$ cat src/hdl/aadf_pkg.sv
package aadf_pkg;

    // Register indices; byte address is four times the index
    localparam logic [5:0] AADF_IDX_INPUT_SEL = 6'h16;
    localparam logic [5:0] AADF_IDX_CONFIG = 6'h17;
    localparam logic [5:0] AADF_IDX_STATUS = 6'h18;
    localparam logic [5:0] AADF_IDX_RESULT = 6'h19;

    // Reset values
    localparam logic [7:0] AADF_RST_INPUT_SEL = 8'h01;
    localparam logic [7:0] AADF_RST_CONFIG = 8'h00;

    // Field positions
    localparam int AADF_NEG_LSB = 0;
    localparam int AADF_POS_LSB = 4;
    localparam int AADF_RATE_LSB = 0;
    localparam int AADF_GAIN_LSB = 2;
    localparam int AADF_REF_LSB = 5;
    localparam int AADF_ST_OVR = 0;
    localparam int AADF_ST_AVAIL = 1;
    localparam int AADF_ST_STAGE2 = 2;

    // Data rate codes
    typedef enum logic [1:0] {
        AADF_RATE_10 = 2'h0,
        AADF_RATE_100 = 2'h1,
        AADF_RATE_400 = 2'h2,
        AADF_RATE_800 = 2'h3
    } aadf_rate_t;

    // Reference source codes
    typedef enum logic [2:0] {
        AADF_REF_AIN01 = 3'h0,
        AADF_REF_AIN23 = 3'h1,
        AADF_REF_AIN45 = 3'h2,
        AADF_REF_INT = 3'h3,
        AADF_REF_SUPPLY = 3'h4
    } aadf_ref_t;

    // Modulator sample divider and gain split
    localparam logic [7:0] AADF_MOD_DIV = 8'h90;
    localparam logic [2:0] AADF_GAIN_AMP_MIN = 3'h3;
    localparam logic [1:0] AADF_MOD_GAIN_MAX = 2'h2;

    // Sinc3 decimation counts minus one and alignment shifts
    localparam logic [8:0] AADF_DEC64_M1 = 9'h03F;
    localparam logic [8:0] AADF_DEC128_M1 = 9'h07F;
    localparam logic [8:0] AADF_DEC512_M1 = 9'h1FF;
    localparam logic [3:0] AADF_SH64 = 4'h9;
    localparam logic [3:0] AADF_SH128 = 4'h6;
    localparam logic [3:0] AADF_SH512 = 4'h0;

    // Widths and second stage ratio
    localparam int AADF_RES_W = 24;
    localparam int AADF_ACC_W = 28;
    localparam logic [3:0] AADF_S2_DEC = 4'hA;
    // Third output still sees the cleared integrator history, so it is dropped too
    localparam logic [1:0] AADF_SETTLE_DROP = 2'h3;

endpackage

$ cat src/hdl/aadf_sinc3.sv
`timescale 1ns/1ns
`default_nettype none
module aadf_sinc3 (
    input wire logic sys_clk,
    input wire logic sys_rst,
    input wire logic restart,
    input wire logic in_en,
    input wire logic in_bit,
    input wire logic [1:0] rate_code,
    output logic out_valid,
    output logic [aadf_pkg::AADF_RES_W-1:0] out_data
);
    import aadf_pkg::*;

    localparam int W = AADF_ACC_W;
    logic [W-1:0] i1_q, i2_q, i3_q; // Integrators
    logic [W-1:0] z1_q, z2_q, z3_q; // Comb delays
    logic [8:0] dcnt_q; // Decimation counter
    logic [8:0] dec_m1; // Selected ratio minus one
    logic [3:0] sh; // Alignment to full scale
    logic [W-1:0] c1, c2, c3, v27;
    logic signed [W-1:0] x;
    logic signed [W-4:0] y;
    logic dlast;

    // Ratio by rate code; 10 and 100 SPS both use 512
    always_comb begin
        case (aadf_rate_t'(rate_code))
            AADF_RATE_800: begin
                dec_m1 = AADF_DEC64_M1;
                sh = AADF_SH64;
            end
            AADF_RATE_400: begin
                dec_m1 = AADF_DEC128_M1;
                sh = AADF_SH128;
            end
            default: begin
                dec_m1 = AADF_DEC512_M1;
                sh = AADF_SH512;
            end
        endcase
    end

    assign dlast = (dcnt_q == dec_m1);
    assign c1 = i3_q - z1_q;
    assign c2 = c1 - z2_q;
    assign c3 = c2 - z3_q;
    // Scale to 2^27 full scale, center, keep 24 bits
    assign v27 = c3 << sh;
    assign x = $signed(v27 - (28'h0000001 << 26));
    assign y = 25'(x >>> 3);

    // Three integrators at modulator rate; wrap is harmless
    always_ff @(posedge sys_clk) begin
        if (sys_rst || restart) begin
            i1_q <= '0;
            i2_q <= '0;
            i3_q <= '0;
        end else if (in_en) begin
            i1_q <= i1_q + {{(W-1){1'b0}}, in_bit};
            i2_q <= i2_q + i1_q;
            i3_q <= i3_q + i2_q;
        end
    end

    // Decimation counter
    always_ff @(posedge sys_clk) begin
        if (sys_rst || restart || (in_en && dlast)) begin
            dcnt_q <= '0;
        end else if (in_en) begin
            dcnt_q <= dcnt_q + 9'h001;
        end
    end

    // Combs at output rate, with saturation of top code
    always_ff @(posedge sys_clk) begin
        if (sys_rst || restart) begin
            z1_q <= '0;
            z2_q <= '0;
            z3_q <= '0;
            out_valid <= 1'b0;
            out_data <= '0;
        end else begin
            out_valid <= in_en && dlast;
            if (in_en && dlast) begin
                z1_q <= i3_q;
                z2_q <= c1;
                z3_q <= c2;
                if (y[W-4] == 1'b0 && y[W-5] == 1'b1) begin
                    out_data <= 24'h7FFFFF;
                end else begin
                    out_data <= y[AADF_RES_W-1:0];
                end
            end
        end
    end
endmodule
`default_nettype wire

$ cat src/hdl/aadf_skid.sv
`timescale 1ns/1ns
`default_nettype none
module aadf_skid #(
    parameter int W = 25,
    parameter int D = 2
) (
    input wire logic sys_clk,
    input wire logic sys_rst,
    input wire logic in_valid,
    output logic in_ready,
    input wire logic [W-1:0] in_data,
    output logic out_valid,
    input wire logic out_ready,
    output logic [W-1:0] out_data
);
    localparam int CW = $clog2(D + 1);
    logic [W-1:0] mem_q [D]; // Entry 0 is the head
    logic [D-1:0] vld_q; // Per-entry valid
    logic [CW-1:0] cnt; // Occupancy
    logic [CW-1:0] wpos; // Write slot after any pop
    logic push, pop;

    // Count valid entries
    always_comb begin
        cnt = '0;
        for (int k = 0; k < D; k++) begin
            cnt = cnt + CW'(vld_q[k]);
        end
    end

    assign pop = vld_q[0] & out_ready;
    assign in_ready = ~vld_q[D-1] | out_ready;
    assign push = in_valid & in_ready;
    assign wpos = pop ? cnt - CW'(1) : cnt;
    assign out_valid = vld_q[0];
    assign out_data = mem_q[0];

    // Shift toward the head on pop, write at tail on push
    for (genvar i = 0; i < D; i++) begin : g_ent
        logic nv;
        logic [W-1:0] nd;
        if (i < D - 1) begin : g_mid
            assign nv = vld_q[i+1];
            assign nd = mem_q[i+1];
        end else begin : g_end
            assign nv = 1'b0;
            assign nd = mem_q[i];
        end
        always_ff @(posedge sys_clk) begin
            if (sys_rst) begin
                vld_q[i] <= 1'b0;
                mem_q[i] <= '0;
            end else if (push && wpos == CW'(i)) begin
                vld_q[i] <= 1'b1;
                mem_q[i] <= in_data;
            end else if (pop) begin
                vld_q[i] <= nv;
                mem_q[i] <= nd;
            end
        end
    end
endmodule
`default_nettype wire

$ cat src/hdl/aadf_top.sv
`timescale 1ns/1ns
`default_nettype none
module aadf_top (
    input wire logic sys_clk,
    input wire logic sys_rst,
    // Wishbone classic slave
    input wire logic wb_cyc_i,
    input wire logic wb_stb_i,
    input wire logic wb_we_i,
    input wire logic [7:0] wb_adr_i,
    input wire logic [3:0] wb_sel_i,
    input wire logic [31:0] wb_dat_i,
    output logic [31:0] wb_dat_o,
    output logic wb_ack_o,
    // Modulator side
    input wire logic mod_bit_i,
    output logic mod_sample_o,
    output logic [3:0] aux_pos_channel_o,
    output logic [3:0] aux_neg_channel_o,
    output logic amp_bypass_o,
    output logic [1:0] mod_gain_o,
    output logic [2:0] amp_gain_o,
    output logic [4:0] ref_sel_o,
    // Result stream
    output logic [aadf_pkg::AADF_RES_W-1:0] res_data_o,
    output logic res_stage2_o,
    output logic res_valid_o,
    input wire logic res_ready_i
);
    import aadf_pkg::*;

    // Bus side
    logic ack_q; // Acknowledge
    logic [31:0] dat_q; // Read data
    logic req; // New bus request
    logic [5:0] idx; // Word index
    logic wr_lo; // Write to low byte lane

    // Register state
    logic [7:0] mux_q; // Input selection
    logic [7:0] cfg_q; // Gain, rate, reference
    logic ovr_q; // Sticky overrun
    logic restart_q; // Filter restart pulse
    logic [AADF_RES_W:0] last_q; // Newest result and flag

    // Decoded front end controls
    logic bypass_q;
    logic [1:0] mgain_q;
    logic [2:0] again_q;
    logic [4:0] ref_q;

    // Modulator timing and input capture
    logic [7:0] div_q; // Master clock divider
    logic smp_q; // Sample enable
    logic s1_q, s2_q, s3_q; // Pin synchroniser
    logic bit_q; // Accepted modulator bit

    // Filter chain
    logic s3_vld; // Sinc3 result pulse
    logic [AADF_RES_W-1:0] s3_dat;
    logic [1:0] drop_q; // Settling outputs to discard
    logic kept; // Settled sinc3 result
    logic stage2_on; // Second stage active
    logic signed [AADF_ACC_W-1:0] acc_q; // Sinc1 accumulator
    logic signed [AADF_ACC_W-1:0] sum;
    logic signed [AADF_ACC_W-1:0] avg;
    logic [3:0] n_q; // Sinc1 input count
    logic flt_vld_q; // Filter result pulse
    logic flt_s2_q; // Result came through stage two
    logic [AADF_RES_W-1:0] flt_dat_q;
    logic buf_rdy; // Buffer can take a word

    assign req = wb_cyc_i & wb_stb_i & ~ack_q;
    assign idx = wb_adr_i[7:2];
    assign wr_lo = req & wb_we_i & wb_sel_i[0];
    assign wb_ack_o = ack_q;
    assign wb_dat_o = dat_q;

    // One acknowledge per request, one cycle after it is seen
    always_ff @(posedge sys_clk) begin
        if (sys_rst) begin
            ack_q <= 1'b0;
        end else begin
            ack_q <= req;
        end
    end

    // Read mux; unmapped indices read zero
    always_ff @(posedge sys_clk) begin
        if (sys_rst) begin
            dat_q <= '0;
        end else if (req && !wb_we_i) begin
            case (idx)
                AADF_IDX_INPUT_SEL: dat_q <= {24'h000000, mux_q};
                AADF_IDX_CONFIG: dat_q <= {24'h000000, cfg_q};
                AADF_IDX_STATUS: begin
                    dat_q <= '0;
                    dat_q[AADF_ST_OVR] <= ovr_q;
                    dat_q[AADF_ST_AVAIL] <= res_valid_o;
                    dat_q[AADF_ST_STAGE2] <= stage2_on;
                end
                AADF_IDX_RESULT: dat_q <= {7'h00, last_q};
                default: dat_q <= '0;
            endcase
        end
    end

    // Input selection register
    always_ff @(posedge sys_clk) begin
        if (sys_rst) begin
            mux_q <= AADF_RST_INPUT_SEL;
        end else if (wr_lo && idx == AADF_IDX_INPUT_SEL) begin
            mux_q <= wb_dat_i[7:0];
        end
    end

    // Configuration register; rate resets to 10 SPS
    always_ff @(posedge sys_clk) begin
        if (sys_rst) begin
            cfg_q <= AADF_RST_CONFIG;
        end else if (wr_lo && idx == AADF_IDX_CONFIG) begin
            cfg_q <= wb_dat_i[7:0];
        end
    end

    // Any selection change restarts the filter
    always_ff @(posedge sys_clk) begin
        if (sys_rst) begin
            restart_q <= 1'b0;
        end else begin
            restart_q <= wr_lo && (idx == AADF_IDX_INPUT_SEL || idx == AADF_IDX_CONFIG);
        end
    end

    // Overrun flag; a new overrun wins over a clear
    always_ff @(posedge sys_clk) begin
        if (sys_rst) begin
            ovr_q <= 1'b0;
        end else if (flt_vld_q && !buf_rdy) begin
            ovr_q <= 1'b1;
        end else if (wr_lo && idx == AADF_IDX_STATUS && wb_dat_i[AADF_ST_OVR]) begin
            ovr_q <= 1'b0;
        end
    end

    // Channel fields go straight to the input multiplexer
    assign aux_pos_channel_o = mux_q[AADF_POS_LSB +: 4];
    assign aux_neg_channel_o = mux_q[AADF_NEG_LSB +: 4];

    // Gain split: modulator takes up to 4, amplifier the rest
    always_ff @(posedge sys_clk) begin
        if (sys_rst) begin
            bypass_q <= 1'b1;
            mgain_q <= '0;
            again_q <= '0;
        end else if (cfg_q[AADF_GAIN_LSB +: 3] < AADF_GAIN_AMP_MIN) begin
            bypass_q <= 1'b1;
            mgain_q <= cfg_q[AADF_GAIN_LSB +: 2];
            again_q <= '0;
        end else begin
            bypass_q <= 1'b0;
            mgain_q <= AADF_MOD_GAIN_MAX;
            again_q <= cfg_q[AADF_GAIN_LSB +: 3] - 3'h2;
        end
    end

    assign amp_bypass_o = bypass_q;
    assign mod_gain_o = mgain_q;
    assign amp_gain_o = again_q;

    // One-hot reference select; unused codes fall to internal
    always_ff @(posedge sys_clk) begin
        if (sys_rst) begin
            ref_q <= 5'h08;
        end else begin
            case (aadf_ref_t'(cfg_q[AADF_REF_LSB +: 3]))
                AADF_REF_AIN01: ref_q <= 5'h01;
                AADF_REF_AIN23: ref_q <= 5'h02;
                AADF_REF_AIN45: ref_q <= 5'h04;
                AADF_REF_SUPPLY: ref_q <= 5'h10;
                default: ref_q <= 5'h08;
            endcase
        end
    end

    assign ref_sel_o = ref_q;

    // Sample enable every 144 master clocks; rates follow clock
    always_ff @(posedge sys_clk) begin
        if (sys_rst || div_q == AADF_MOD_DIV - 8'h01) begin
            div_q <= '0;
        end else begin
            div_q <= div_q + 8'h01;
        end
    end

    always_ff @(posedge sys_clk) begin
        if (sys_rst) begin
            smp_q <= 1'b0;
        end else begin
            smp_q <= (div_q == AADF_MOD_DIV - 8'h01);
        end
    end

    assign mod_sample_o = smp_q;

    // Three-stage capture of the modulator bit
    always_ff @(posedge sys_clk) begin
        if (sys_rst) begin
            s1_q <= 1'b0;
            s2_q <= 1'b0;
            s3_q <= 1'b0;
        end else begin
            s1_q <= mod_bit_i;
            s2_q <= s1_q;
            s3_q <= s2_q;
        end
    end

    // Accept a change only once two stages agree
    always_ff @(posedge sys_clk) begin
        if (sys_rst) begin
            bit_q <= 1'b0;
        end else if (s2_q == s3_q) begin
            bit_q <= s3_q;
        end
    end

    // First stage
    aadf_sinc3 u_sinc3 (
        .sys_clk(sys_clk),
        .sys_rst(sys_rst),
        .restart(restart_q),
        .in_en(smp_q),
        .in_bit(bit_q),
        .rate_code(cfg_q[AADF_RATE_LSB +: 2]),
        .out_valid(s3_vld),
        .out_data(s3_dat)
    );

    // Drop partial results while the sinc3 settles
    always_ff @(posedge sys_clk) begin
        if (sys_rst || restart_q) begin
            drop_q <= AADF_SETTLE_DROP;
        end else if (s3_vld && drop_q != 2'h0) begin
            drop_q <= drop_q - 2'h1;
        end
    end

    assign kept = s3_vld && drop_q == 2'h0;
    // Stage two only at the 10 SPS code
    assign stage2_on = (cfg_q[AADF_RATE_LSB +: 2] == AADF_RATE_10);
    assign sum = acc_q + AADF_ACC_W'(signed'(s3_dat));
    assign avg = sum / 28'sd10;

    // Sinc1: sum ten 100 SPS inputs, ratio 512 times 10
    always_ff @(posedge sys_clk) begin
        if (sys_rst || restart_q) begin
            acc_q <= '0;
            n_q <= '0;
        end else if (kept && stage2_on) begin
            if (n_q == AADF_S2_DEC - 4'h1) begin
                acc_q <= '0;
                n_q <= '0;
            end else begin
                acc_q <= sum;
                n_q <= n_q + 4'h1;
            end
        end
    end

    // Result strobe from whichever stage is last
    always_ff @(posedge sys_clk) begin
        if (sys_rst || restart_q) begin
            flt_vld_q <= 1'b0;
            flt_s2_q <= 1'b0;
            flt_dat_q <= '0;
        end else if (stage2_on) begin
            flt_vld_q <= kept && n_q == AADF_S2_DEC - 4'h1;
            flt_s2_q <= 1'b1;
            flt_dat_q <= avg[AADF_RES_W-1:0];
        end else begin
            flt_vld_q <= kept;
            flt_s2_q <= 1'b0;
            flt_dat_q <= s3_dat;
        end
    end

    // Newest result kept for register readout
    always_ff @(posedge sys_clk) begin
        if (sys_rst) begin
            last_q <= '0;
        end else if (flt_vld_q) begin
            last_q <= {flt_s2_q, flt_dat_q};
        end
    end

    // Two-entry buffer toward the consumer
    aadf_skid #(
        .W(AADF_RES_W + 1),
        .D(2)
    ) u_skid (
        .sys_clk(sys_clk),
        .sys_rst(sys_rst),
        .in_valid(flt_vld_q),
        .in_ready(buf_rdy),
        .in_data({flt_s2_q, flt_dat_q}),
        .out_valid(res_valid_o),
        .out_ready(res_ready_i),
        .out_data({res_stage2_o, res_data_o})
    );
endmodule
`default_nettype wire

$ cat config.mk
export PLATFORM = sky130hd
export DESIGN_NAME = aadf_top
export DESIGN_NICKNAME = d
export VERILOG_FILES = /design/src/hdl/aadf_pkg.sv /design/src/hdl/aadf_sinc3.sv /design/src/hdl/aadf_skid.sv /design/src/hdl/aadf_top.sv
export SDC_FILE = /design/constraint.sdc
export NUM_CORES = 1
export LEC_CHECK = 0
export BUFFER_PORTS_ARGS = -buffer_cell sky130_fd_sc_hd__buf_4
export CORE_ASPECT_RATIO = 1.5
export CORE_MARGIN = 1.5
export CORE_UTILIZATION = 45
export DETAILED_ROUTE_END_ITERATION = 12
export HOLD_SLACK_MARGIN = 0.12
export SETUP_SLACK_MARGIN = 0.02
export SLEW_MARGIN = 10
export SYNTH_ARGS = -nofsm -noshare
export SYNTH_HDL_FRONTEND = slang
export SYNTH_SLANG_ARGS = --single-unit
export TNS_END_PERCENT = 20
$ cat constraint.sdc
create_clock -name sys_clk -period 14.9 [get_ports sys_clk]
set_clock_uncertainty 0.05 [all_clocks]
set_input_delay 0.745 -clock sys_clk [delete_from_list [all_inputs] [get_ports sys_clk]]
set_output_delay 0.745 -clock sys_clk [all_outputs]
set_load 0.03 [all_outputs]
==> metrics.cfg <==
[outcome]
status=completed

[synthesis]
async_flop_share=0
synth-warning-count=0
ys_ff_latch=407
seq_area_frac_synth=0.308
avgSynthCellArea_um2=8.11
synth_cell_type_count=120
syn-cell-area_um2=28000
synth_cells=3460
ys.flop_type=dfxtp_1
synth-edff-count=50

[detailed_routing]
ant_nets=0
route.detailed.drc=0
avgRoutedWirePerCell_um=17.7
via_per_inst=5.74
drt_iter0_markers=1519
num_vias=25263
dr.pass1.iters=5
wirelength_um=77900

[min_path]
worstHoldPathType=in2reg
hold_path_startpoint=mod_bit_i
hold-path-endpoint=s1_q
holdPathStages=2

[place]
gp_congestion=0.909
hpwl_um=59800
port_buffers=93
dpl.cell_count=4320

[clock_tree]
cts_sinks=407
hold_buffers=0
clock_latency_ps=580
cts_tree=yes
ctsLongestPathBuffers=3
cts_max_level=2
cts-root-buf=clkbuf_16
path_clk_slew_ps=60
cts_inserted_buffers=43

[timing]
setup_tns_ps=0
grt_setup_unrepaired=false
slew_viol_final=0
finalHoldViolations=0
worst_slew_pin_slew_ps=1220
period_needed_ps=14060
setup-violations-final=0
clock.fmax_ghz=0.0711
fin_crit_sh=0.944
slew_headroom=0.185

[critical_path]
critPathBufInv=5
crit_type=reg2reg
cp_common_cell=buf_4
startpoint_type=register
cpPeakStageDelay_ps=610
end_kind=register
critPathTopFamily=compound AO/OA/AOI/OAI gates
r2r_cells=48
worst-path-max-fanout=8
critPathSlowestCell=or4_1
cp.arrival_ps=14470
r2r_start=u_sinc3.out_data[23]
r2r_setup_slack_ps=840
worstPathRequired_ps=15310
crit-reg2reg-capture=flt_dat_q[16]

[global_routing]
antenna_found_initial=0
grt_pass1_vias=24824
grt_max_degree=84
grt_overflow=0
grt_use_total=0.243
grt_pass1_wl_um=126000

[power_and_ir_drop]
power.density_nw_per_um2=72.3
ir_worst_vdd_mv=0.0898
cellLeakagePower_uw=0.0123

[finish]
layout-drive-gt1-share=0.119
diodes=0
areaGrowthSynthToFinish_pct=13.6
instances_no_fill=4402
fin_nets=3808

[run]
drv_cap=0

[floorplan]
die_height_um=309
ioPinCount=130
core_um2=61400
rows=111
die_w_um=207
start_util=0.457
die_area_um2=63900

==> synth_stat cells (all sizes together), types with 12 or more instances <==
master,instances,area share
inv,166,0.022
or3,24,0.0055
and2,42,0.0094
edfxtp,50,0.054
a22o,36,0.011
nand2,365,0.049
dfxtp,357,0.25
a21o,87,0.023
or4,13,0.0035
o21bai,57,0.015
xnor2,139,0.044
nor4,17,0.0053
and3,20,0.0048
nor2b,16,0.0036
nand4,33,0.0076
o21ai,144,0.026
ha,174,0.078
xor2,117,0.037
a211oi,37,0.012
nor2,377,0.051
nand2b,21,0.0047
mux2i,105,0.038
a31oi,18,0.0040
nand3,91,0.016
or2,13,0.0029
a22oi,58,0.016
buf,36,0.0080
o2111ai,12,0.0044
a2111oi,19,0.0066
nor3,93,0.017
clkbuf,148,0.020
o31ai,21,0.0063
a21oi,309,0.056
o211ai,50,0.014
==> registers in the layout, indices dropped and copies added, names as in the netlist, 5 cells and up <==
signal            flops
acc_q                28
cfg_q                 8
div_q                 8
flt_dat_q            24
last_q               25
mux_q                 8
ref_sel_o             5
u_sinc3.dcnt_q        9
u_sinc3.i1_q         28
u_sinc3.i2_q         28
u_sinc3.i3_q         28
u_sinc3.out_data     24
u_sinc3.z1_q         28
u_sinc3.z2_q         28
u_sinc3.z3_q         28
u_skid.mem_q         50
wb_dat_o             25
==> how the worst max path moves through the flow <==
stage,startpoint,endpoint,slack (ps),cells after the start
4_1_cts,u_sinc3.out_data[23],flt_dat_q[12],290,47
3_5_place_dp,u_sinc3.out_data[23],flt_dat_q[12],330,47
5_1_grt,u_sinc3.out_data[0],flt_dat_q[22],70,49
2_1_floorplan,u_sinc3.out_data[0],flt_dat_q[20],2370,53
6_report,u_sinc3.out_data[23],flt_dat_q[16],840,48
3_3_place_gp,u_sinc3.out_data[23],flt_dat_q[20],570,49
==> report_power, final <==
group	total, uW	switching, uW	leakage, uW	internal (uW)
Clock	1140	456	0.000739	684
Sequential	1120	2.80	0.00339	1110
Combinational	46.3	35.5	0.00812	10.8
Total	2300	495	0.0123	1810
==> area by class of cell <==
type                            count  area, um2
Clock buffer                       66       1320
Clock inverter                     13        191
Fill cell                        6034      29500
Inverter                          167        627
Multi-Input combinational cell   2708      18200
Sequential cell                   407       8650
Tap cell                          791        990
Timing Repair Buffer              250       1880
==> cells in the final DEF (no fill, tap or decap), drive strengths merged, types with 12 or more instances in the layout <==
cell type    n
or2         13
o211ai      50
a22oi       58
and2        42
nor2       377
a22o        36
a211oi      37
nor4        17
and3        20
mux2i      105
inv        168
dfxtp      357
a21oi      309
a2111oi     19
nor2b       16
or3         24
o31ai       21
nand3       91
clkbuf      66
edfxtp      50
xor2       117
buf        250
o2111ai     12
nand2b      21
nor3        93
xnor2      139
nand2      365
a31oi       18
ha         174
o21bai      57
nand4       33
a21o        87
o21ai      144
or4         13
==> metal layers <==
metal	vias up	GRT usage	wire length [um]
li1	12679	-	-
met1	12028	0.259	30100
met2	418	0.480	43000
met3	138	0.0224	1910
met4	0	0.0910	2880
met5	-	0	0
==> what timing repair did <==
item                                    4_1_cts  5_1_grt
setup buffers                                 0        3
endpoints found under the setup margin        0       22
gates resized for setup                       0       26
==> worst register-to-register path: cells and delay by family, from the launching register on <==
family / cells / cell delay, ps
buf+inv: 5 / 860
compound gates: 21 / 6310
fa+ha+maj: 2 / 560
simple gates: 17 / 4720
xor+xnor: 1 / 270
flops: 1 / 500
mux: 2 / 630
==> cell families after synthesis <==
logic type / synth area share
other: 0.000134
DFF: 0.308
muxes: 0.0400
adders and majority gates: 0.0823
buffers and inverters: 0.0502
AOI/OAI and AO/OA: 0.245
xor gates and xnor gates: 0.0815
and+or+nand+nor: 0.192
==> stage by stage <==
step | util | worst slack (ps) | cell area [um2] | hold WS (ps) | total power [uW]
2_1_floorplan | - | 2370 | 28100 | 364 | 1170
3_3_place_gp | 0.492 | 565 | 30200 | 385 | 1190
3_5_place_dp | 0.492 | 335 | 30200 | 373 | 1190
4_1_cts | 0.516 | 290 | 31700 | 304 | 2340
5_1_grt | 0.519 | 69.8 | 31900 | 320 | 2370
6_report | 0.519 | 841 | 31900 | 346 | 2300
Note: power is estimated with default switching activity, not from simulation.
